### config.mk
export PLATFORM = sky130hd
export DESIGN_NAME = pms_top
export DESIGN_NICKNAME = d
export VERILOG_FILES = /design/src/hw/pms_pkg.sv /design/src/hw/pms_sync.sv /design/src/hw/pms_top.sv
export VERILOG_INCLUDE_DIRS = /design/src /design/src/hw
export SDC_FILE = /design/constraint.sdc
export NUM_CORES = 1
export LEC_CHECK = 0
export BUFFER_PORTS_ARGS = -buffer_cell sky130_fd_sc_hd__buf_2
export CAP_MARGIN = 0
export CORE_ASPECT_RATIO = 1.2
export CORE_MARGIN = 4
export CORE_UTILIZATION = 52
export DETAILED_ROUTE_END_ITERATION = 16
export GPL_TIMING_DRIVEN = 0
export PLACE_DENSITY = 0.83
export REMOVE_ABC_BUFFERS = 1
export SYNTH_ARGS = -nofsm -noshare
export SYNTH_HDL_FRONTEND = slang
export SYNTH_SLANG_ARGS = --single-unit
### constraint.sdc
create_clock -name mclk -period 2.96 [get_ports mclk]
set_input_delay 0.592 -clock mclk [delete_from_list [all_inputs] [get_ports mclk]]
set_output_delay 0.592 -clock mclk [all_outputs]
set_load 0.01 [all_outputs]
### src/hw/pms_cfg.svh
// Constants for the power mode sequencer
`ifndef PMS_CFG_SVH
`define PMS_CFG_SVH
`define PMS_SUP_SYNC_W 2
`define PMS_SEL_24M 1'b1
`define PMS_RST_REQ 1'b0
`endif

### src/hw/pms_pkg.sv
// Types shared by the power mode sequencer
package pms_pkg;
    typedef enum logic [2:0] {
        PMS_NORMAL,
        PMS_IDLE,
        PMS_SUSPEND,
        PMS_SNOOZE,
        PMS_STOP,
        PMS_SHUTDOWN
    } pms_mode_t;

    // Gating controls driven to the clock and analog sections
    typedef struct packed {
        logic core_clk_en;
        logic periph_clk_en;
        logic hs_osc_en;
        logic reg_low_bias;
        logic core_reg_en;
        logic analog_en;
        logic pin_hold;
    } pms_gate_t;

    // Software request bits
    typedef struct packed {
        logic idle;
        logic suspend;
        logic snooze;
        logic halt_all;
    } pms_req_t;
endpackage

### src/hw/pms_sync.sv
// Three-stage synchroniser with agreement filter for a pin level
`timescale 1ns/100ps
module pms_sync
(
    input wire logic mclk, // System clock
    input wire logic rst, // Synchronous reset
    input wire logic din, // Asynchronous input
    output logic dout // Filtered level
);
    logic s1_r;
    logic s2_r;
    logic s3_r;
    always_ff @(posedge mclk)
    begin
        s1_r <= din;
        s2_r <= s1_r;
        s3_r <= s2_r;
    end
    // Change accepted once second and third stages agree
    always_ff @(posedge mclk)
    begin
        if (rst)
            dout <= 1'b0;
        else if (s2_r == s3_r)
            dout <= s3_r;
    end
endmodule

### src/hw/pms_top.sv
// Power mode sequencer: mode state machine, gating and reset hold
// Summary of operation
// - Idle request halts core, peripherals run
// - Interrupt or reset ends Idle
// - Suspend stops core, oscillators; normal bias
// - Snooze stops core, oscillators; low bias
// - Enabled wake or reset ends Suspend/Snooze
// - Halt-all, stop-config clear enters Stop
// - Halt-all, stop-config set enters Shutdown
// - Only pin or power-on reset ends Shutdown
// - Low supply holds device in reset, except in Shutdown
`timescale 1ns/100ps
`include "pms_cfg.svh"
module pms_top
    import pms_pkg::*;
(
    input wire logic mclk, // System clock
    input wire logic rst, // Synchronous reset, active high
    input wire logic power_control_reg_idle_set, // Write pulse: idle request
    input wire logic power_control_reg_halt_set, // Write pulse: halt-all request
    input wire logic power_control_reg_two_suspend_set, // Write pulse: suspend request
    input wire logic power_control_reg_two_snooze_set, // Write pulse: snooze request
    input wire logic regulator_off_select, // Stop-config bit of regulator_mode_reg
    input wire logic clock_select_reg_24m, // Clock select shows 24.5 MHz source
    input wire logic irq_pending, // Any enabled interrupt, same clock
    input wire logic wake_pending, // Any enabled wake source, same clock
    input wire logic soft_reset_src, // Internal reset sources, same clock
    input wire logic reset_pin_n, // External reset pin, active low
    input wire logic por_n, // Power-on reset, active low
    input wire logic supply_monitor_ok, // Supply above reset threshold
    output pms_mode_t mode, // Current power mode
    output pms_req_t req_bits, // Request bits as software reads them
    output pms_gate_t gate, // Clock and analog gating
    output logic dev_reset // Device-wide reset
);
    // State, requests and synchronised pin levels
    pms_mode_t mode_r;
    pms_mode_t mode_nxt;
    pms_req_t req_r;
    pms_req_t req_nxt;
    pms_gate_t gate_nxt;
    logic pin_rst_n_s;
    logic por_n_s;
    logic sup_ok_s;
    logic dev_rst_nxt;

    // Synchronised pins read low through rst, so dev_reset holds until they settle
    pms_sync u_pin (.mclk(mclk), .rst(rst), .din(reset_pin_n), .dout(pin_rst_n_s));
    pms_sync u_por (.mclk(mclk), .rst(rst), .din(por_n), .dout(por_n_s));
    pms_sync u_sup (.mclk(mclk), .rst(rst), .din(supply_monitor_ok), .dout(sup_ok_s));

    // Wake and reset conditions per low-power mode
    wire hard_rst = !pin_rst_n_s || !por_n_s;
    wire sup_low = !sup_ok_s;
    wire any_rst = hard_rst || sup_low || soft_reset_src;
    wire clk_ok = (clock_select_reg_24m == `PMS_SEL_24M);
    wire idle_exit = irq_pending || any_rst;
    wire low_exit = wake_pending || any_rst;
    wire stop_exit = any_rst;
    wire shut_exit = hard_rst;

    // Gating for each mode; Normal enables everything
    function automatic pms_gate_t gate_of(input pms_mode_t m);
        pms_gate_t g;
        g.core_clk_en = 1'b1;
        g.periph_clk_en = 1'b1;
        g.hs_osc_en = 1'b1;
        g.reg_low_bias = 1'b0;
        g.core_reg_en = 1'b1;
        g.analog_en = 1'b1;
        g.pin_hold = 1'b0;
        unique case (m)
            PMS_NORMAL: ;
            PMS_IDLE: g.core_clk_en = 1'b0;
            PMS_SUSPEND:
            begin
                g.core_clk_en = 1'b0;
                g.hs_osc_en = 1'b0;
            end
            PMS_SNOOZE:
            begin
                g.core_clk_en = 1'b0;
                g.hs_osc_en = 1'b0;
                g.reg_low_bias = 1'b1;
            end
            PMS_STOP:
            begin
                g.core_clk_en = 1'b0;
                g.periph_clk_en = 1'b0;
                g.hs_osc_en = 1'b0;
                g.pin_hold = 1'b1;
            end
            PMS_SHUTDOWN:
            begin
                g.core_clk_en = 1'b0;
                g.periph_clk_en = 1'b0;
                g.hs_osc_en = 1'b0;
                g.reg_low_bias = 1'b0;
                g.core_reg_en = 1'b0;
                g.analog_en = 1'b0;
                g.pin_hold = 1'b1;
            end
            default: ;
        endcase
        return g;
    endfunction

    // Requests are taken only in Normal; halt outranks the others
    always_comb
    begin
        mode_nxt = mode_r;
        req_nxt = req_r;
        unique case (mode_r)
            PMS_NORMAL:
            begin
                if (power_control_reg_halt_set)
                begin
                    req_nxt.halt_all = 1'b1;
                    mode_nxt = regulator_off_select ? PMS_SHUTDOWN : PMS_STOP;
                end
                // Suspend and snooze are refused unless the 24.5 MHz source is selected
                else if (power_control_reg_two_suspend_set && clk_ok)
                begin
                    req_nxt.suspend = 1'b1;
                    mode_nxt = PMS_SUSPEND;
                end
                else if (power_control_reg_two_snooze_set && clk_ok)
                begin
                    req_nxt.snooze = 1'b1;
                    mode_nxt = PMS_SNOOZE;
                end
                else if (power_control_reg_idle_set)
                begin
                    req_nxt.idle = 1'b1;
                    mode_nxt = PMS_IDLE;
                end
            end
            PMS_IDLE:
                if (idle_exit)
                begin
                    req_nxt.idle = 1'b0;
                    mode_nxt = PMS_NORMAL;
                end
            PMS_SUSPEND, PMS_SNOOZE:
                if (low_exit)
                begin
                    req_nxt.suspend = 1'b0;
                    req_nxt.snooze = 1'b0;
                    mode_nxt = PMS_NORMAL;
                end
            PMS_STOP:
                if (stop_exit)
                begin
                    req_nxt = '0;
                    mode_nxt = PMS_NORMAL;
                end
            PMS_SHUTDOWN:
                if (shut_exit)
                begin
                    req_nxt = '0;
                    mode_nxt = PMS_NORMAL;
                end
            default: mode_nxt = PMS_NORMAL;
        endcase
        gate_nxt = gate_of(mode_nxt);
        // Reset in Shutdown only from pin or power-on; elsewhere any source
        dev_rst_nxt = (mode_r == PMS_SHUTDOWN) ? hard_rst : (any_rst || sup_low);
    end

    // Mode state and request bits
    always_ff @(posedge mclk)
    begin
        if (rst)
        begin
            mode_r <= PMS_NORMAL;
            req_r <= '0;
        end
        else
        begin
            mode_r <= mode_nxt;
            req_r <= req_nxt;
        end
    end

    // Registered copies seen at the ports
    always_ff @(posedge mclk)
    begin
        if (rst)
        begin
            mode <= PMS_NORMAL;
            req_bits <= '0;
        end
        else
        begin
            mode <= mode_nxt;
            req_bits <= req_nxt;
        end
    end

    // Clock and analog gating follows the next mode
    always_ff @(posedge mclk)
    begin
        if (rst)
            gate <= gate_of(PMS_NORMAL);
        else
            gate <= gate_nxt;
    end

    // Device reset is up through rst and until the pins settle
    always_ff @(posedge mclk)
    begin
        if (rst)
            dev_reset <= 1'b1;
        else
            dev_reset <= dev_rst_nxt;
    end
endmodule

* After elaboration in Yosys (flattened, before gate mapping)
Cells that the tools add are included.
** Word-level totals
- Flip-flop bits (word level) :: 27
- Logic and storage cells :: 104
- Output and inout bits :: 15
** Cells by class
- Multiplexer cells :: 32
- Eq/ne operators :: 24
- Reductions and logical operators :: 23
** Operators by type and width (number)
- $mux W3 :: 9
- $ne A2 B2 Y1 const B :: 11
- $mux W1 :: 15
- $pmux W3 S5 :: 1
- $eq A3 B2 Y1 const B :: 4
- $eq A3 B3 Y1 const B :: 4
- $mux W4 :: 2
- $pmux W2 S4 :: 1
- $reduce_and A8 Y1 :: 1
- $reduce_bool A4 Y1 :: 2
- $reduce_and A7 Y1 :: 1
- $eq A3 B1 Y1 const B :: 2
- $logic_or A1 B1 Y1 :: 6
- $reduce_and A6 Y1 :: 1
- $reduce_or A5 Y1 :: 1
- $mux W2 :: 2
- $pmux W1 S4 :: 1
- $reduce_and A4 Y1 :: 1
- $reduce_or A2 Y1 :: 2
- $reduce_or A4 Y1 :: 1
- $eq A1 B1 Y1 :: 3
- $logic_not A1 Y1 :: 3
- $logic_not A3 Y1 :: 1
- $pmux W1 S3 :: 1
- 2 further kinds :: 3

* Depth between registers and ports, before layout
Gate-level depths: netlist of the first run.
- Depth in word-level cells :: 10
- Depth in mapped cells :: 6

* Cells and area by module
A second synthesis of the first run with hierarchy kept.
** Unflattened totals
- Cell total of the unflattened synthesis :: 93
- Area total of the unflattened synthesis :: 898.4 um^2
** By module, submodules not included
- pms_top :: area an instance 616.8 um^2, sequential area each 280.3 um^2, instances 1, cells an instance 72
- pms_sync :: area an instance 93.8 um^2, sequential area each 80.1 um^2, instances 3, cells an instance 7

* Least setup slack after synthesis of the first run
No wires, ideal clock.
- Path type :: in2reg
- Start :: input port soft_reset_src
- End :: register req_bits[2] (netlist name)
- Buffers on the path :: 0
- Data arrival time :: 1640 ps
- Path slack :: 1250 ps
- Stages on the path :: 5
- Cell sequence :: nand4b_1 o21bai_1 a221o_1 or4_1 a21oi_1
** On the way
- Word-level cells in the longest chain between the ends :: 4
- Elaborated cells between the ends (all ways) :: 5
- Classes of those cells :: eq/ne (2); reduce/logical (3)
** Ends and longest elaborated chain
- start: declaration :: line pms_top.sv:27 : input wire logic soft_reset_src,
- $logic_or A1 B1 Y1 (*) :: line pms_top.sv:55 : wire any_rst = hard_rst || sup_low || soft_reset_src;
- $logic_or A1 B1 Y1 :: line pms_top.sv:58 : wire low_exit = wake_pending || any_rst;
- $ne A2 B2 Y1 (no line)
- $reduce_and A6 Y1 (no line) (*)
- end signal: assignment :: line pms_top.sv:196 : req_bits <= req_nxt;
- end: declaration :: line pms_top.sv:32 : output pms_req_t req_bits,
Mark *: on every way between the ends. The rest lies on a longest branch, timed or not.
A chain may end at the register's enable or synchronous reset.

* Worst setup path after layout of the first run
- Start :: register mode[2]
- End :: output port mode[2]
** RTL lines
- start: declaration :: line pms_top.sv:31 : output pms_mode_t mode,
- start signal: assignment :: line pms_top.sv:195 : mode <= mode_nxt;
No word-level cell between the ends.

==> run metrics, run 1 <==
Clock Sinks 26; CP Launch Type flop; most common cell in the netlist dfxtp_1; FF/Latch Area 520 sq um; leading area contributor after synthesis dfxtp_1; final cell count without fillers 143; placer congestion estimate 0.799; die height 55.2 um; biggest cell delay along the critical path 640 ps; later-pin clock latency in the skew report 330 ps; Max H-tree Level 1; clk_skew 4.59 ps; Clock Path Buffers 2; nets 140; vias 817; clock slew at reported path FFs 130 ps; # fillers 140; RSZ-0062 raised after global routing false; initial antenna violation count 0; EDFF count, synth 0; Slew HR 68.0%; Crit Path Max Fanout 15; All-Layer GR Usage 17.1%; CTS root buffer clkbuf_4; post-synthesis sequential area ratio 54.0%; setup bufs post-CTS 0; Avg Cell Area, Syn 9.93 sq um; reg2reg setup slack 1220 ps; CP required 2370 ps; Power Density 631 mW/mm^2; Slew Viols, Final 0; CP max stage cell dfxtp_1; TritonRoute pass-1 iters 6; TritonCTS buffer count 3; Post-CTS Resized 0; die footprint 0.00261 sq mm; top post-synthesis cells by area dfxtp_1 (54%), a21oi_1 (5.2%), o21ai_0 (4.2%); # IOs 29; Max-cap violations 0; TNS Setup 0 ps; crit end category output pin; WL final 1.89 mm; drt drc 0; Commonest cells post-synth dfxtp_1 (26), a21oi_1 (10), o21ai_0 (8), nand2_1 (7), nor2_1 (6); Synth warnings 0; Yosys reg bits 26; Port Buf Inserts 28; fin util 67.6%; Distinct cells, synth 35; share of synthesized registers carrying an async set or reset 0%; starting density of the core 56.6%; fin crit period 1790 ps; WP buf/inv 1; Ant. Diodes 0; crit path kind flop to output pin; ratio of cells with drive above 1 in the final layout 28.8%; Rows 16; Slew @ Worst Pin 479 ps; cells along the critical path buf_2; Max Fclk 560 MHz; Hold WS 346 ps; worst endpoint data arrival time 1190 ps; vias per inst 5.71; VDD IR max 0.000387 V; placed cells 139; first-pass GRT wire length 3.17 mm; dpl hpwl 1.40 mm; Layout area overhead 19.5%; Die Width 47.3 um; Final Cycle Share 60.3%; Final setup viols 0; largest net degree at the start of global routing 16; area share of the largest cell type after synthesis 54.0%; area of the multi-input gates 404 sq um; drt wl/cell 13.2 um; Synth Cell Area 963 sq um; Cells after Synth 97; final hold viol count 0; CTS tree done; CORE AREA 0.00170 sq mm; Iteration-0 DRC Markers 10; Hold Crit Class flop to flop; status complete, no violations; vias in the first global route 754; hold buffers post-CTS 0; Synth Flop Type dfxtp_1; Final ANT Viol Nets 0; CP delay by family, top flip-flops; LEAKAGE 0.496 nW; grt ovf 0
[sequential cells by signal, summed over array words and instances (netlist names)]
register,flops
dev_reset,1
u_pin.dout,1
mode,3
u_pin.s3_r,1
u_sup.s2_r,1
u_pin.s2_r,1
u_pin.s1_r,1
u_sup.dout,1
gate,6
u_sup.s3_r,1
u_sup.s1_r,1
req_bits,4
u_por.s2_r,1
u_por.s1_r,1
u_por.s3_r,1
u_por.dout,1
[placed cells by master, fill, tap and decap left out, drive strengths merged]
| master | instances |
|---|---|
| a2111oi | 1 |
| a211o | 1 |
| a211oi | 1 |
| a21oi | 11 |
| a221o | 1 |
| a22oi | 2 |
| a2bb2o | 1 |
| a31oi | 1 |
| a41oi | 1 |
| and2 | 1 |
| and2b | 3 |
| buf | 28 |
| bufinv | 1 |
| clkbuf | 3 |
| dfxtp | 26 |
| inv | 3 |
| mux2i | 2 |
| nand2 | 7 |
| nand2b | 1 |
| nand4b | 2 |
| nor2 | 6 |
| nor2b | 1 |
| nor3 | 1 |
| nor3b | 2 |
| nor4b | 1 |
| o21ai | 9 |
| o21bai | 3 |
| o32ai | 1 |
| or2 | 1 |
| or3 | 2 |
| or4 | 1 |
[path summary, 6_finish.rpt]
check | start | endpoint | depth (start not counted)
min | u_pin.s1_r | u_pin.s2_r | 0
max reg2reg | mode[2] | gate[3] | 5
min reg2reg | u_pin.s1_r | u_pin.s2_r | 0
max | mode[2] | mode[2] | 1
[where the power goes]
part           switching [W]  total (W)  internal, W
registers          0.0000173   0.000390     0.000373
clock network       0.000107   0.000244     0.000137
logic              0.0000482  0.0000920    0.0000438
total               0.000172   0.000726     0.000554
[logic make-up after synthesis]
kind of cell	after synthesis	synth area share, %
buf+inv	7	4.03
simple gates	29	17.4
flops	26	54.0
mux	2	2.08
compound gates	33	22.5
[metrics by stage]
stage / power, W / setup slack, ps / cell area (sq um)
6_report: 0.000726 / 1170 / 1150
3_3_place_gp: 0.000487 / 1070 / 1100
2_1_floorplan: 0.000451 / 1250 / 936
4_1_cts: 0.000731 / 1180 / 1150
5_1_grt: 0.000760 / 1030 / 1150
3_5_place_dp: 0.000490 / 1020 / 1100
[area by class of cell]
cell class	count	area share [%]
Sequential cell	26	45.2
Inverter	3	0.978
Clock buffer	3	1.96
Clock inverter	1	2.61
Multi-Input combinational cell	64	35.1
Tap cell	18	1.96
Timing Repair Buffer	28	12.2
[per-layer routing]
| layer | global-route usage [%] | vias to the layer above | wire (um) |
|---|---|---|---|
| met2 | 26.6 | 27 | 912 |
| met4 | 12.0 | 0 | 54 |
| met3 | 3.56 | 7 | 123 |
| met1 | 20.5 | 375 | 803 |
| met5 | 0 | - | 0 |
| li1 | - | 408 | - |
Power figures use the tool's default switching activity.
==> run 2: changes to the inputs <==
CORE_UTILIZATION = 44   (was 52)
PLACE_DENSITY = 0.75   (was 0.83)
clock period = 1.45 ns   (was 2.96 ns; I/O delays follow)
==> run metrics, run 2 (synthesized netlist as in run 1, its figures left out) <==
status finished with violations; failing checks setup timing; fin util 65.6% (-2.1 points); Layout area overhead 41.0%; WL final 2.30 mm (+21%); Max-cap violations 0 (unchanged); Final ANT Viol Nets 0 (unchanged); VDD IR max 0.000893 V (+130%); Final Cycle Share 109%; Die Width 50.7 um (+7.2%); # IOs 29 (unchanged); starting density of the core 46.5% (-10 points); die height 59.3 um (+7.5%); Port Buf Inserts 28 (unchanged); Clock Path Buffers 2 (unchanged); CP Launch Type flop; dpl hpwl 1.38 mm (-1.8%); fin crit period 1570 ps; final hold viol count 0 (unchanged); dpl cell area 0.00111 sq mm (+1.4%); Slew Viols, Final 0 (unchanged); Hold WS 54.3 ps (-292 ps); CORE AREA 0.00207 sq mm (+22%); CTS root buffer clkbuf_4; clk_skew 8.60 ps (+4.00 ps); final cell count without fillers 166 (+16%); most frequent cells in the layout buf_2 (29), dfxtp_1 (20), a21oi_1 (10), buf_4 (9), o21ai_0 (7); Final setup viols 6 (+6); placer congestion estimate 0.873 (+9.3%); die footprint 0.00301 sq mm (+15%); area of the multi-input gates 487 sq um (+20%); later-pin clock latency in the skew report 320 ps (about the same); Top reg by flops gate; drt wl/cell 13.8 um (+4.6%); vias in the first global route 760 (+0.80%); TritonRoute pass-1 iters 5 (-1); Power Density 1140 mW/mm^2 (+81%); placed cells 151 (+8.6%); cell area after layout 0.00136 sq mm (+18%); CP required 1720 ps (-650 ps); max reg flops 6 (unchanged); grt ovf 0 (unchanged); Max H-tree Level 1 (unchanged); ratio of cells with drive above 1 in the final layout 45.6% (+17 points); Ant. Diodes 0 (unchanged); TritonCTS buffer count 3 (unchanged); Rows 18 (+2); crit path kind flop to flop; Max Fclk 635 MHz; FF/Latch Area 538 sq um (+3.4%); RSZ-0062 raised after global routing true; final worst slack -125 ps (-1300 ps); hold buffers post-CTS 0 (unchanged); Slew HR 68.6% (+0.58 points); LEAKAGE 0.575 nW (+16%); CTS tree done; worst endpoint data arrival time 1850 ps (+660 ps); TNS Setup -320 ps (-320 ps); Clock Sinks 26 (unchanged); Iteration-0 DRC Markers 34 (+24); Hold Crit Class primary input to flop; Crit Path Max Fanout 5 (-10); Slew @ Worst Pin 466 ps (-13.0 ps); top flop regs gate x6, req_bits x4, mode x3; first-pass GRT wire length 3.28 mm (+3.5%); crit end category flop; All-Layer GR Usage 14.6% (-2.5 points); nets 151 (+7.9%); clock slew at reported path FFs 140 ps (about the same); largest net degree at the start of global routing 16 (unchanged); initial antenna violation count 0 (unchanged); # fillers 164 (+17%); vias per inst 5.56 (-2.7%); drt drc 0 (unchanged); vias 923 (+13%); most common cell after layout, fill and taps aside buf_2
==> run 2: changes by cell type in the layout (fill, tap and decap cells not counted), moves of 2 or more <==
cell / before / now
dfxtp_4: 0 / 4
nor3b_4: 0 / 2
dfxtp_2: 0 / 2
buf_4: 0 / 9
dfxtp_1: 26 / 20
==> run 2: report_power, final <==
part           total [W]  switching, W  internal (W)
clock network   0.000493      0.000213      0.000279
registers       0.000793     0.0000331      0.000760
logic           0.000268      0.000134      0.000134
total            0.00155      0.000381       0.00117
==> run 2: routing by layer <==
metal | share of wire [%] | vias to the layer above | global-route usage, %
li1 | - | 428 | -
met3 | 6.6 | 8 | 3.78
met1 | 39 | 444 | 15.7
met2 | 52 | 43 | 26.7
met4 | 2.4 | 0 | 6.54
met5 | 0 | - | 0
==> run 2: final timing paths <==
check	from	end	slack, ps	cells past startpoint
hold / removal	por_n	u_por.s1_r	50	1
setup / recovery	u_sup.dout	req_bits[2]	-120	6
hold reg to reg	u_pin.s1_r	u_pin.s2_r	340	0
setup reg to reg	u_sup.dout	req_bits[2]	-120	6
==> run 2: critical path: stages (launching register included) <==
cell and delay (ps):
dfxtp_2 370, nand4b_1 130, buf_4 150, nor3b_4 50
a221o_1 290, or4_1 420, a21oi_1 130
==> run 2: final cells by class <==
cell class                 count  area share, %
sequential                    26           39.6
multi-input combinational     64           35.8
timing repair buffer          39           17.1
tap                           30           2.76
clock inverter                 1           2.21
clock buffer                   3           1.66
inverter                       3          0.829
==> run 2: what timing repair did <==
| action | in CTS | in global routing |
|---|---|---|
| gates resized for setup | 17 | 8 |
| setup buffers | 4 | 7 |
| pin swaps | 4 | 5 |
| setup endpoints to repair | 12 | 9 |
==> run 2: through the flow <==
stage	worst slack [ps]	power [W]
after floorplan	-139	0.000920
after global placement	-278	0.000995
after detailed placement	-280	0.00100
after global routing	-239	0.00163
after CTS	-56.9	0.00152
final	-125	0.00155
